--- src/rtl/tpsc_regs.vh ---
// tpsc_regs.vh: register indices, field positions and reset values of the
// shared prescaler and per-channel clock select block.
// assumes: included by its bare name; byte address is four times an index.
`ifndef TPSC_REGS_VH
`define TPSC_REGS_VH

`define TPSC_IDX_MODE0 20'hF0190
`define TPSC_IDX_MODE_STEP 20'h00002
`define TPSC_IDX_MODE7 20'hF019E
`define TPSC_IDX_PRESCALE 20'hF01B6
`define TPSC_IDX_ROUTING 20'hF01C0

`define TPSC_SEL_MODE0 4'h0
`define TPSC_SEL_PRESCALE 4'h8
`define TPSC_SEL_ROUTING 4'h9
`define TPSC_SEL_NONE 4'hF

`define TPSC_PRESCALE_RESET 16'h0000
`define TPSC_MODE_RESET 16'h0000
`define TPSC_ROUTING_RESET 8'h00
`define TPSC_ROUTING_MASK 8'hE3

`define TPSC_PRS_A_LSB 0
`define TPSC_PRS_B_LSB 4
`define TPSC_PRS_C_LSB 8
`define TPSC_PRS_D_LSB 12

`define TPSC_MODE_CKS_LSB 14
`define TPSC_MODE_CCS_BIT 12
`define TPSC_MODE_B11_BIT 11
`define TPSC_MODE_EDGE_LSB 6
`define TPSC_B11_CHANNELS 8'h5E

`define TPSC_CKS_A 2'b00
`define TPSC_CKS_C 2'b01
`define TPSC_CKS_B 2'b10
`define TPSC_CKS_D 2'b11

`define TPSC_EDGE_FALL 2'b00
`define TPSC_EDGE_RISE 2'b01

`define TPSC_HTRANS_NONSEQ 2'b10
`define TPSC_HSIZE_WORD 3'b010

`endif

--- src/rtl/tpsc_top.v ---
// tpsc_top.v: shared prescaler, four common operation clock pulses and the
// per-channel operation/count clock selection of an eight-channel timer unit.
// assumes: one 10 MHz clock mclk, AHB-Lite single word transfers, timer input
// pins already synchronous to mclk.
`timescale 1ns/1ps
`include "tpsc_regs.vh"

module tpsc_top (
  input wire mclk,
  input wire rst_n,
  input wire hsel,
  input wire [31:0] haddr,
  input wire [1:0] htrans,
  input wire hwrite,
  input wire [2:0] hsize,
  input wire [31:0] hwdata,
  input wire hready,
  output reg [31:0] hrdata,
  output reg hreadyout,
  output reg hresp,
  input wire [7:0] timer_input_pin,
  input wire [7:0] routed_input,
  output reg common_clock_a,
  output reg common_clock_b,
  output reg common_clock_c,
  output reg common_clock_d,
  output reg [7:0] op_clock,
  output reg [7:0] count_clock
);

  // pulse when the low r bits of the counter are all ones; r = 0 is every cycle
  function pulse_of;
    input [15:0] cnt;
    input [3:0] r;
    reg [15:0] mask;
    begin
      mask = (16'h0001 << r) - 16'h0001;
      pulse_of = &(cnt | ~mask);
    end
  endfunction

  // operation clock chosen by a channel's two select bits
  function op_pick;
    input [1:0] code;
    input wide_ok;
    input [3:0] pulses;
    begin
      case (code)
        `TPSC_CKS_A: op_pick = pulses[0];
        `TPSC_CKS_B: op_pick = pulses[1];
        `TPSC_CKS_C: op_pick = wide_ok & pulses[2];
        `TPSC_CKS_D: op_pick = wide_ok & pulses[3];
        default: op_pick = 1'b0;
      endcase
    end
  endfunction

  // valid input edge as picked by the two edge select bits
  function edge_ok;
    input [1:0] sel;
    input rise;
    input fall;
    begin
      case (sel)
        `TPSC_EDGE_FALL: edge_ok = fall;
        `TPSC_EDGE_RISE: edge_ok = rise;
        default: edge_ok = rise | fall;
      endcase
    end
  endfunction

  // divider exponent of the third common clock: 2, 4, 16 or 64
  function [3:0] shift_c;
    input [1:0] code;
    begin
      case (code)
        2'b00: shift_c = 4'h1;
        2'b01: shift_c = 4'h2;
        2'b10: shift_c = 4'h4;
        2'b11: shift_c = 4'h6;
        default: shift_c = 4'h1;
      endcase
    end
  endfunction

  // divider exponent of the fourth common clock: 256 up to 16384
  function [3:0] shift_d;
    input [1:0] code;
    begin
      case (code)
        2'b00: shift_d = 4'h8;
        2'b01: shift_d = 4'hA;
        2'b10: shift_d = 4'hC;
        2'b11: shift_d = 4'hE;
        default: shift_d = 4'h8;
      endcase
    end
  endfunction

  // register select from a byte address; index times four is the byte address
  function [3:0] reg_sel;
    input [31:0] addr;
    reg [3:0] s;
    integer i;
    begin
      s = `TPSC_SEL_NONE;
      if (addr[1:0] == 2'b00 && addr[31:22] == 10'h000) begin
        for (i = 0; i < 8; i = i + 1) begin
          if (addr[21:2] == `TPSC_IDX_MODE0 + i[19:0] * `TPSC_IDX_MODE_STEP) begin
            s = i[3:0];
          end
        end
        if (addr[21:2] == `TPSC_IDX_PRESCALE) begin
          s = `TPSC_SEL_PRESCALE;
        end
        if (addr[21:2] == `TPSC_IDX_ROUTING) begin
          s = `TPSC_SEL_ROUTING;
        end
      end
      reg_sel = s;
    end
  endfunction

  localparam [7:0] bit11_kept = `TPSC_B11_CHANNELS;

  reg [15:0] prescale_q;
  wire [127:0] mode_all;
  reg [7:0] routing_q;
  reg [15:0] div_cnt_q;
  reg wr_pend_q;
  reg rd_pend_q;
  reg [3:0] sel_q;
  reg [7:0] sample_q;
  reg [3:0] r_c;
  reg [3:0] r_d;
  wire pulse_a;
  wire pulse_b;
  wire pulse_c;
  wire pulse_d;
  wire [3:0] pulse_set;
  wire take;
  wire word_ok;
  wire [7:0] mck_d;
  wire [7:0] cclk_d;
  reg [7:0] pin_sel;
  wire [9:0] wr_hit;
  reg [15:0] rd_word_d;

  // single free-running counter shared by all pulse generators
  always @(posedge mclk or negedge rst_n) begin
    if (!rst_n) begin
      div_cnt_q <= 16'h0000;
    end else begin
      div_cnt_q <= div_cnt_q + 16'h0001;
    end
  end

  always @* begin
    r_c = shift_c(prescale_q[`TPSC_PRS_C_LSB +: 2]);
    r_d = shift_d(prescale_q[`TPSC_PRS_D_LSB +: 2]);
  end

  assign pulse_a = pulse_of(div_cnt_q, prescale_q[`TPSC_PRS_A_LSB +: 4]);
  assign pulse_b = pulse_of(div_cnt_q, prescale_q[`TPSC_PRS_B_LSB +: 4]);
  assign pulse_c = pulse_of(div_cnt_q, r_c);
  assign pulse_d = pulse_of(div_cnt_q, r_d);
  assign pulse_set = {pulse_d, pulse_c, pulse_b, pulse_a};

  // one flop per common clock so each output comes straight from a register
  always @(posedge mclk or negedge rst_n) begin
    if (!rst_n) begin
      common_clock_a <= 1'b0;
    end else begin
      common_clock_a <= pulse_a;
    end
  end

  always @(posedge mclk or negedge rst_n) begin
    if (!rst_n) begin
      common_clock_b <= 1'b0;
    end else begin
      common_clock_b <= pulse_b;
    end
  end

  always @(posedge mclk or negedge rst_n) begin
    if (!rst_n) begin
      common_clock_c <= 1'b0;
    end else begin
      common_clock_c <= pulse_c;
    end
  end

  always @(posedge mclk or negedge rst_n) begin
    if (!rst_n) begin
      common_clock_d <= 1'b0;
    end else begin
      common_clock_d <= pulse_d;
    end
  end

  // per-channel operation clock, input choice and valid edge detection
  genvar n;
  generate
    for (n = 0; n < 8; n = n + 1) begin : g_chan
      localparam [3:0] chan_sel = n;
      localparam [15:0] wr_keep = bit11_kept[n] ? 16'hFFFF : ~(16'h0001 << `TPSC_MODE_B11_BIT);
      reg [15:0] mode_ch_q;
      reg cclk;
      wire [15:0] m = mode_ch_q;
      wire pin_now = pin_sel[n];
      wire rise = pin_now & ~sample_q[n];
      wire fall = ~pin_now & sample_q[n];
      wire may_use_cd = (n == 1) || (n == 3);
      wire mck = op_pick(m[`TPSC_MODE_CKS_LSB +: 2], may_use_cd, pulse_set);
      wire valid = edge_ok(m[`TPSC_MODE_EDGE_LSB +: 2], rise, fall);

      // a fixed bit 11 is masked on the way in, so it reads back as zero
      always @(posedge mclk or negedge rst_n) begin
        if (!rst_n) begin
          mode_ch_q <= `TPSC_MODE_RESET;
        end else if (wr_hit[n]) begin
          mode_ch_q <= hwdata[15:0] & wr_keep;
        end
      end

      // edge detector runs on the operation clock
      always @* begin
        if (m[`TPSC_MODE_CCS_BIT]) begin
          cclk = mck & valid;
        end else begin
          cclk = mck;
        end
      end

      assign wr_hit[n] = wr_pend_q && (sel_q == chan_sel);
      assign mode_all[n*16 +: 16] = mode_ch_q;
      assign mck_d[n] = mck;
      assign cclk_d[n] = cclk;
    end
  endgenerate

  always @* begin
    pin_sel = (routing_q & `TPSC_ROUTING_MASK & routed_input) |
              (~(routing_q & `TPSC_ROUTING_MASK) & timer_input_pin);
  end

  always @(posedge mclk or negedge rst_n) begin
    if (!rst_n) begin
      sample_q <= 8'h00;
      op_clock <= 8'h00;
      count_clock <= 8'h00;
    end else begin
      sample_q <= (mck_d & pin_sel) | (~mck_d & sample_q);
      op_clock <= mck_d;
      count_clock <= cclk_d;
    end
  end

  // AHB-Lite slave: writes zero-wait, reads take one wait state
  assign take = hsel && hready && (htrans == `TPSC_HTRANS_NONSEQ);
  assign word_ok = (hsize == `TPSC_HSIZE_WORD);

  always @(posedge mclk or negedge rst_n) begin
    if (!rst_n) begin
      wr_pend_q <= 1'b0;
    end else begin
      wr_pend_q <= take && hwrite && word_ok;
    end
  end

  always @(posedge mclk or negedge rst_n) begin
    if (!rst_n) begin
      sel_q <= `TPSC_SEL_NONE;
    end else if (take) begin
      sel_q <= reg_sel(haddr);
    end
  end

  // the read wait lets a write just ahead of it land before the word is taken
  always @(posedge mclk or negedge rst_n) begin
    if (!rst_n) begin
      rd_pend_q <= 1'b0;
      hreadyout <= 1'b1;
    end else begin
      rd_pend_q <= take && !hwrite;
      hreadyout <= !(take && !hwrite);
    end
  end

  // every transfer is answered okay
  always @(posedge mclk or negedge rst_n) begin
    if (!rst_n) begin
      hresp <= 1'b0;
    end else begin
      hresp <= 1'b0;
    end
  end

  // prescaler and routing registers; mode registers live in g_chan
  assign wr_hit[`TPSC_SEL_PRESCALE] = wr_pend_q && (sel_q == `TPSC_SEL_PRESCALE);
  assign wr_hit[`TPSC_SEL_ROUTING] = wr_pend_q && (sel_q == `TPSC_SEL_ROUTING);

  always @(posedge mclk or negedge rst_n) begin
    if (!rst_n) begin
      prescale_q <= `TPSC_PRESCALE_RESET;
    end else if (wr_hit[`TPSC_SEL_PRESCALE]) begin
      prescale_q <= hwdata[15:0];
    end
  end

  always @(posedge mclk or negedge rst_n) begin
    if (!rst_n) begin
      routing_q <= `TPSC_ROUTING_RESET;
    end else if (wr_hit[`TPSC_SEL_ROUTING]) begin
      routing_q <= hwdata[7:0] & `TPSC_ROUTING_MASK;
    end
  end

  // read multiplexer; unmapped words read as zero
  always @* begin
    rd_word_d = 16'h0000;
    case (sel_q)
      `TPSC_SEL_PRESCALE: rd_word_d = prescale_q;
      `TPSC_SEL_ROUTING: rd_word_d = {8'h00, routing_q};
      default: begin
        if (sel_q < `TPSC_SEL_PRESCALE) begin
          rd_word_d = mode_all[sel_q[2:0]*16 +: 16];
        end
      end
    endcase
  end

  always @(posedge mclk or negedge rst_n) begin
    if (!rst_n) begin
      hrdata <= 32'h00000000;
    end else if (rd_pend_q) begin
      hrdata <= {16'h0000, rd_word_d};
    end
  end

endmodule // tpsc_top

--- config.mk ---
export PLATFORM = sky130hd
export DESIGN_NAME = tpsc_top
export DESIGN_NICKNAME = d
export VERILOG_FILES = /design/src/rtl/tpsc_top.v
export VERILOG_INCLUDE_DIRS = /design/src /design/src/rtl
export SDC_FILE = /design/constraint.sdc
export NUM_CORES = 1
export LEC_CHECK = 0
export BUFFER_PORTS_ARGS = -buffer_cell sky130_fd_sc_hd__buf_4
export CAP_MARGIN = 20
export CORE_ASPECT_RATIO = 0.9
export CORE_MARGIN = 2
export CORE_UTILIZATION = 58
export DETAILED_ROUTE_END_ITERATION = 7
export MAX_ROUTING_LAYER = met4
export PLACE_DENSITY_LB_ADDON = 0.1
export SKIP_CTS_REPAIR_TIMING = 1
export SKIP_LAST_GASP = 1
export SYNTH_ARGS = -nofsm -noshare
export SYNTH_HDL_FRONTEND = slang
export SYNTH_SLANG_ARGS = --single-unit
--- constraint.sdc ---
create_clock -name mclk -period 3.4 [get_ports mclk]
set_input_delay 0.34 -clock mclk [delete_from_list [all_inputs] [get_ports mclk]]
set_output_delay 0.34 -clock mclk [all_outputs]
set_load 0.05 [all_outputs]
==> results of run 1 <==
layer usage:
metal  track usage  vias up  wire, um
li1              -     3266         -
met1         0.376     3658     11000
met2         0.452      185     12500
met3        0.0356       56      1150
met4        0.0766        0       706
met5             -        -         0
final timing paths:
check | end | from | depth (start not counted) | slack (ns)
worst min register to register | count_clock[6] | g_chan[6].m[12] | 1 | 0.48
min in group asynchronous | g_chan[2].m[14] | rst_n | 2 | 0.46
worst max register to register | flop | prescale_q[4] | 10 | 0.38
worst max-delay path | flop | prescale_q[4] | 10 | 0.38
max in group asynchronous | g_chan[0].m[6] | rst_n | 3 | 2.03
worst min-delay path | hreadyout | hwrite | 2 | 0.07
logic make-up (layout without fill, tap and decap cells):
logic type / count (synthesis) / count (layout)
compound gates: 108 / 108
xor+xnor: 15 / 15
fa+ha+maj: 22 / 22
buf+inv: 97 / 206
flops: 213 / 213
mux: 221 / 221
other cells: 2 / 19
simple gates: 172 / 172
state kept, by name, indices dropped and copies added, names as in the netlist, named ones only:
register / count
g_chan.m: 125
div_cnt_q: 16
hrdata: 16
prescale_q: 16
count_clock: 8
op_clock: 8
routing_q: 5
sel_q: 4
common_clock_a: 1
common_clock_b: 1
common_clock_c: 1
common_clock_d: 1
hreadyout: 1
rd_pend_q: 1
wr_pend_q: 1
worst register-to-register path: cells and delay by family (launching register included):
family	cells	cell delay [ns]
AND/OR/NAND/NOR	4	0.87
flip-flops	1	0.61
AO/OA/AOI/OAI	2	0.50
multiplexers	2	0.37
adder cells (fa/ha/maj)	1	0.33
buffers and inverters	1	0.20
synthesized netlist by cell type (3+ instances only):
master       n
a211oi_1     6
a21oi_1     43
a22oi_1      7
a2bb2oi_1    6
and2_1       5
and3_1       3
buf_1       11
buf_2        8
buf_4       17
clkbuf_1    33
dfrtp_1    208
dfstp_2      5
ha_1        22
inv_1       27
mux2_2     166
mux2i_1     25
mux4_2      30
nand2_1     30
nand2b_1    12
nand3_1     12
nand4_1      7
nor2_1      60
nor2b_1      5
nor3_1      10
nor3b_1      5
nor4_1       4
nor4b_1      3
o21ai_0     16
o22ai_1      3
xnor2_1     11
xor2_1       4
through the flow:
| step | utilization | power, uW | area [um^2] | std cells |
|---|---|---|---|---|
| after floorplan | - | 3260 | 10700 | 867 |
| after global routing | 0.702 | 6040 | 12400 | 1216 |
| final | 0.702 | 5820 | 12400 | 1216 |
| after CTS | 0.700 | 5860 | 12400 | 1214 |
| after detailed placement | 0.661 | 3570 | 11700 | 1177 |
| after global placement | 0.661 | 3540 | 11700 | 1177 |
where the power goes:
part	switching [uW]	total (uW)	leakage, uW	internal, uW
clock	976	2300	0.000345	1320
sequential	104	2760	0.00268	2650
combinational	467	767	0.00275	300
layout make-up:
cell class              instances  area, um^2
clock buffers                  31         644
clock inverters                 6        45.0
fillers                      1272        5280
inverters                      28         105
multi-input cells             557        4890
flip-flops and latches        213        5340
well taps                     240         300
repair buffers                141        1120
==> impl_metrics.yaml, run 1 <==
drt:
  avgRoutedWirePerCell_um: 20.9
  drc: 0
  num_vias: 7165
  via_per_inst: 5.89
  wl_um: 25400
  final_antenna_net_count: 0
  drt_iter0_markers: 472
  dr.pass1.iters: 4
power:
  power.density_nw_per_um2: 468
  power_leakage_uw: 0.00578
  ir_drop_mv: 0.454
die:
  die_h_um: 132
  boundaryPins: 144
  die-area_um2: 19400
  coreArea_um2: 17700
  die_w_um: 146
  start_util: 0.597
  num_rows: 46
timing:
  period_needed_ns: 3.02
  relSlewSlack: 0.468
  slew_violations: 0
  hold_viol_final: 0
  fin_hold_ws_ns: 0.0727
  clock_skew_ns: 0.0227
  timing.setup.tns_ns: 0
  setup_viol: 0
  fin_ws_ns: 0.384
  fin_crit_sh: 0.887
  rsz0062_at_grt: "no"
  max_freq_mhz: 332
  worst_pin_slew_ns: 0.798
synthesis:
  seq_area_frac_synth: 0.504
  ys_types: 64
  ys_warn_count: 0
  synth_top_family_by_area: "multiplexers"
  synth-edff-count: 0
  avgSynthCellArea_um2: 12.5
  synth_compound_area_frac: 0.0662
  synth_area_leaders: "dfrtp_1 (49%), mux2_2 (18%), mux4_2 (6.4%), ha_1 (2.6%), mux2i_1 (2.4%)"
  ys_seq_elements: 213
  muxShareOfSynthArea: 0.264
  yosysTopAreaCell: "dfrtp_1"
  synth_flop_cell: "dfrtp_1"
  syn_inst: 850
  synthSimpleGateAreaFrac: 0.0852
  synth_fa_ha_area_frac: 0.0260
  synthArstFlopShare: 1.00
  synth-xor-area-share: 0.0124
  synth_top_cell_area_share: 0.492
  syn_area_um2: 10600
critical_path:
  critPathKind: "flop to flop"
  required_ns: 3.80
  crit_chain: "nand2b_1, ha_1, or4b_1, a21o_1, a221oi_2, nor4_4, buf_4, mux2i_1, nor2_1, mux2i_1"
  cp_top_family: "simple AND/OR/NAND/NOR gates"
  critical_path_arrival_ns: 3.41
  crit_path_start_kind: "flop"
  slowest_stage: "dfrtp_1"
  crit_path_frequent_cell: "mux2i_1"
  slowest_delay_ns: 0.61
  crit_path_end_kind: "flop"
  path_buf_inv: 1
  worst-path-max-fanout: 12
placed_design:
  io_buffers: 107
  post-dp-hpwl_um: 17900
  routabilityCongestion: 0.841
  place_ws_ns: 0.422
clock_network:
  clkTransAtPathRegs_ns: 0.06
  cts_sinks: 213
  cts_made_buffers: 22
  clock_latency_ns: 0.52
  cts_tree: "built"
  clock_path_buffers: 3
  htree_levels: 1
  cts_root_buffer: "clkbuf_16"
global_route:
  grt_max_degree: 95
  overflow: 0
  grt_pass1_vias: 7505
  antenna_found_initial: 0
  grt_usage: 0.279
  grt_first_pass_wirelength_um: 41400
min_path:
  hp-class: "primary input to flop"
run:
  drv_cap: 0
final_layout:
  final_layout_size_suffix_gt1_frac: 0.397
  syn2layout_area_growth_pct: 17.5
  final_common_cell: "dfrtp_1"
  final_cell_mix: "dfrtp_1 (208), mux2_2 (166), buf_4 (135), nor2_1 (60), a21oi_1 (43)"
  num_antenna_cells: 0
  nNetsFinal: 1075
outcome:
  status: "completed"
No activity file was read; power rests on OpenSTA's default activity.
==> inputs of run 2 (changes only) <==
- MAX_ROUTING_LAYER: met4 -> unset
==> run 2 against run 1 <==
Compared with the run above:
- sequential cell count stayed put
- wire length increased by 0.97%
- die area did not move
- sequential share of layout area down 0.27 points
- global-route usage shrank 0.77 points
- total power grew 3.6%
- non-clock buffer count grew 3
- critical path depth is the same
- cell count is 0.58% higher
- first-iteration DRC count is 13% lower
- largest cell class unchanged
==> impl_metrics.yaml, run 2 (synthesis results as in run 1) <==
global_route:
  grt_busiest_layer: "met2"
  grt_pass1_vias: 7716
  grt_max_degree: 101
  overflow: 0
  grt_usage: 0.271
  grt_use_met2: 0.464
  antenna_found_initial: 0
  grt_util_met3: 0.0384
  grtUsageMet1: 0.366
  grt_first_pass_wirelength_um: 41700
critical_path:
  r2r_setup_slack_ns: 0.33
  required_ns: 3.80
  crit_path_frequent_cell: "mux2i_1"
  crit_path_start_kind: "flop"
  reg2reg_depth: 10
  slowest_delay_ns: 0.63
  slowest_stage: "dfrtp_1"
  crit_path_end_kind: "flop"
  crit_start: "prescale_q[4]"
  r2r_start: "prescale_q[4]"
  critPathKind: "flop to flop"
  critical_path_arrival_ns: 3.47
  worst-path-max-fanout: 12
  crit_chain: "nand2b_1, ha_1, or4b_1, a21o_1, a221oi_2, nor4_4, buf_4, mux2i_1, nor2_1, mux2i_1"
timing:
  hold_viol_final: 0
  setup_viol: 0
  timing.setup.tns_ns: 0
  fin_ws_ns: 0.327
  relSlewSlack: 0.463
  max_freq_mhz: 325
  worst_pin_slew_ns: 0.805
  slew_violations: 0
  rsz0062_at_grt: "no"
  clock_skew_ns: 0.0173
  fin_hold_ws_ns: 0.0702
  fin_crit_sh: 0.904
  period_needed_ns: 3.07
drt:
  wl_um: 25600
  drc: 0
  dr.pass1.iters: 5
  drt_iter0_markers: 412
  avgRoutedWirePerCell_um: 21.0
  final_antenna_net_count: 0
  num_vias: 7198
  via_per_inst: 5.89
placed_design:
  post-dp-hpwl_um: 18000
  io_buffers: 107
  place_ws_ns: 0.373
  place_inst: 1180
  routabilityCongestion: 0.830
outcome:
  status: "completed"
die:
  die_w_um: 146
  die_h_um: 132
  die-area_um2: 19400
  boundaryPins: 144
  num_rows: 46
  start_util: 0.597
  coreArea_um2: 17700
power:
  power.density_nw_per_um2: 481
  power_leakage_uw: 0.00581
  ir_drop_mv: 0.458
final_layout:
  nFillCells: 1265
  final_common_cell: "dfrtp_1"
  nNetsFinal: 1079
  largest_reg_flops: 125
  multi_input_area_um2: 4890
  seq_area_um2: 5340
  num_antenna_cells: 0
  final_cell_mix: "dfrtp_1 (208), mux2_2 (166), buf_4 (138), nor2_1 (60), a21oi_1 (43)"
  final_layout_size_suffix_gt1_frac: 0.397
  syn2layout_area_growth_pct: 18.3
  instances_no_fill: 1223
clock_network:
  cts_made_buffers: 23
  cts_root_buffer: "clkbuf_16"
  htree_levels: 1
  cts_sinks: 213
  clock_path_buffers: 3
  clkTransAtPathRegs_ns: 0.06
  clock_latency_ns: 0.52
  cts_tree: "built"
run:
  drv_cap: 0
min_path:
  hp-start: "hwrite"
  hp-class: "primary input to flop"
## run 2: how the worst min path moves through the flow
stage,endpoint,cells past startpoint
after global routing,hreadyout,2
after detailed placement,op_clock[2],1
final,hreadyout,2
after floorplan,async pin,0
after CTS,async pin,1
after global placement,async pin,1
## run 2: report_power, final
group	switching [uW]	internal, uW	leakage, uW
clock	1000	1500	0.000370
sequential	98.5	2650	0.00268
combinational	476	300	0.00276
## run 2: layout make-up
type	count	area share
flip-flops and latches	213	0.426
multi-input cells	557	0.390
repair buffers	144	0.0906
clock buffers	34	0.0525
clock inverters	7	0.00819
well taps	240	0.0240
inverters	28	0.00839
## run 2: per-stage QoR
| step | instance area [um^2] | power, uW | util |
|---|---|---|---|
| finish | 12500 | 6030 | 0.706 |
| global route | 12500 | 6260 | 0.706 |
| CTS | 12500 | 6080 | 0.705 |
| detailed placement | 11700 | 3570 | 0.662 |
| global placement | 11700 | 3540 | 0.662 |
| floorplan | 10700 | 3260 | - |
## run 2: worst max-delay path, delay by kind of cell (launching register included)
family	cells	cell delay, ns
adders and majority gates	1	0.34
buffers and inverters	1	0.20
AOI/OAI and AO/OA	2	0.51
DFF	1	0.63
and+or+nand+nor	4	0.87
muxes	2	0.40
## run 2: layer usage
layer / routed length [um] / vias up
met5: 0 / -
met4: 493 / 0
met3: 1170 / 44
met2: 13000 / 176
met1: 11000 / 3706
li1: - / 3272
==> inputs of run 3 (changes only) <==
- CORE_UTILIZATION: 58 -> 55
==> run 3 against run 2 <==
Compared with the run above:
- via count is the same
- fmax shrank 0.72%
- setup slack worse by 0.022 ns
- hold slack got worse by 0.0086 ns
- critical path type unchanged
- non-clock buffer count fell by 8
- core utilization fell by 5.4 points
==> impl_metrics.yaml, run 3 (synthesis results as in run 1) <==
critical_path:
  worst-path-max-fanout: 14
  crit_path_start_kind: "flop"
  r2r_start: "prescale_q[1]"
  crit_chain: "nor3_2, nand2b_1, ha_1, nand2b_1, a2bb2oi_1, a2111o_1, nor4_4, buf_4, mux2i_1, nor2_1, mux2i_1"
  critical_path_arrival_ns: 3.53
  path_buf_inv: 1
  cp_top_family: "simple AND/OR/NAND/NOR gates"
  slowest_stage: "dfrtp_1"
  required_ns: 3.84
  crit_path_end_kind: "flop"
  crit_start: "prescale_q[1]"
  slowest_delay_ns: 0.52
  critPathKind: "flop to flop"
final_layout:
  largest_reg_flops: 125
  final_cell_mix: "dfrtp_1 (208), mux2_2 (166), buf_4 (131), nor2_1 (60), a21oi_1 (43)"
  final_common_cell: "dfrtp_1"
  utilization: 0.653
  nNetsFinal: 1071
  finalInstanceArea_um2: 12400
  final_layout_size_suffix_gt1_frac: 0.390
  syn2layout_area_growth_pct: 17.4
  num_antenna_cells: 0
run:
  drv_cap: 0
timing:
  period_needed_ns: 3.10
  rsz0062_at_grt: "no"
  worst_pin_slew_ns: 0.809
  setup_viol: 0
  fin_hold_ws_ns: 0.0616
  fin_crit_sh: 0.910
  hold_viol_final: 0
  relSlewSlack: 0.460
  slew_violations: 0
  clock_skew_ns: 0.0227
  max_freq_mhz: 323
  timing.setup.tns_ns: 0
die:
  die_h_um: 136
  start_util: 0.556
  coreArea_um2: 19000
  die-area_um2: 20400
  boundaryPins: 144
  die_w_um: 150
  num_rows: 48
clock_network:
  cts_tree: "built"
  cts_sinks: 213
  htree_levels: 1
  cts_made_buffers: 23
  clkTransAtPathRegs_ns: 0.06
  cts_root_buffer: "clkbuf_16"
  clock_path_buffers: 3
  clock_latency_ns: 0.52
power:
  power_uw: 5890
  power_leakage_uw: 0.00575
  power.density_nw_per_um2: 474
  ir_drop_mv: 0.326
drt:
  drt_iter0_markers: 402
  dr.pass1.iters: 6
  via_per_inst: 5.91
  drc: 0
  wl_um: 25700
  num_vias: 7198
  final_antenna_net_count: 0
  avgRoutedWirePerCell_um: 21.1
min_path:
  hp-start: "hwrite"
  hp-class: "primary input to flop"
placed_design:
  post-dp-hpwl_um: 18100
  io_buffers: 107
  routabilityCongestion: 0.821
  dpl-instance-area_um2: 11700
global_route:
  grt_max_degree: 100
  grt_first_pass_wirelength_um: 40900
  antenna_found_initial: 0
  grt_usage: 0.260
  grt_pass1_vias: 7547
  overflow: 0
outcome:
  status: "completed"
-- run 3: cell types whose count changed in the layout (fill, tap and decap cells not counted), sizes merged --
cell	delta
buf	-8
bufinv	-1
clkinvlp	-1
clkbuf	-3
clkinv	-2
-- run 3: cell type report --
type | instances | area (um^2)
fill | 1423 | 6610
sequential | 213 | 5340
multi-input combinational | 557 | 4900
timing repair buffer | 136 | 1070
clock buffer | 31 | 646
tap | 250 | 313
inverter | 28 | 105
clock inverter | 3 | 55.1
-- run 3: report_power, final --
group          switching (uW)  internal (uW)
clock                     976           1390
combinational             464            299
sequential                103           2650
total                    1540           4350
-- run 3: path summary, 6_finish.rpt --
path	cells after the start	slack, ns	end
min in group asynchronous	2	0.46	async pin
max	11	0.30	flop
min	2	0.06	hreadyout
max in group asynchronous	3	2.01	op_clock[7]
min reg2reg	1	0.48	count_clock[3]
max reg2reg	11	0.30	flop
-- run 3: per-stage QoR --
step                      setup slack [ns]  cells
after floorplan                      0.713    867
after global placement               0.480   1182
after detailed placement             0.325   1182
after CTS                            0.309   1216
after global routing                0.0468   1218
final                                0.305   1218
-- run 3: worst register-to-register path, cell delays in order, from the launching register on --
cell and delay [ns]:
dfrtp_1 0.52, nor3_2 0.34, nand2b_1 0.12, ha_1 0.33
nand2b_1 0.11, a2bb2oi_1 0.06, a2111o_1 0.43, nor4_4 0.32
buf_4 0.25, mux2i_1 0.12, nor2_1 0.20, mux2i_1 0.22
-- run 3: metal layers --
metal,global-route usage,up-vias,share of wire
met5,0,-,0
met4,0.0734,0,0.025
li1,-,3243,-
met2,0.441,182,0.50
met3,0.0350,44,0.043
met1,0.355,3729,0.43
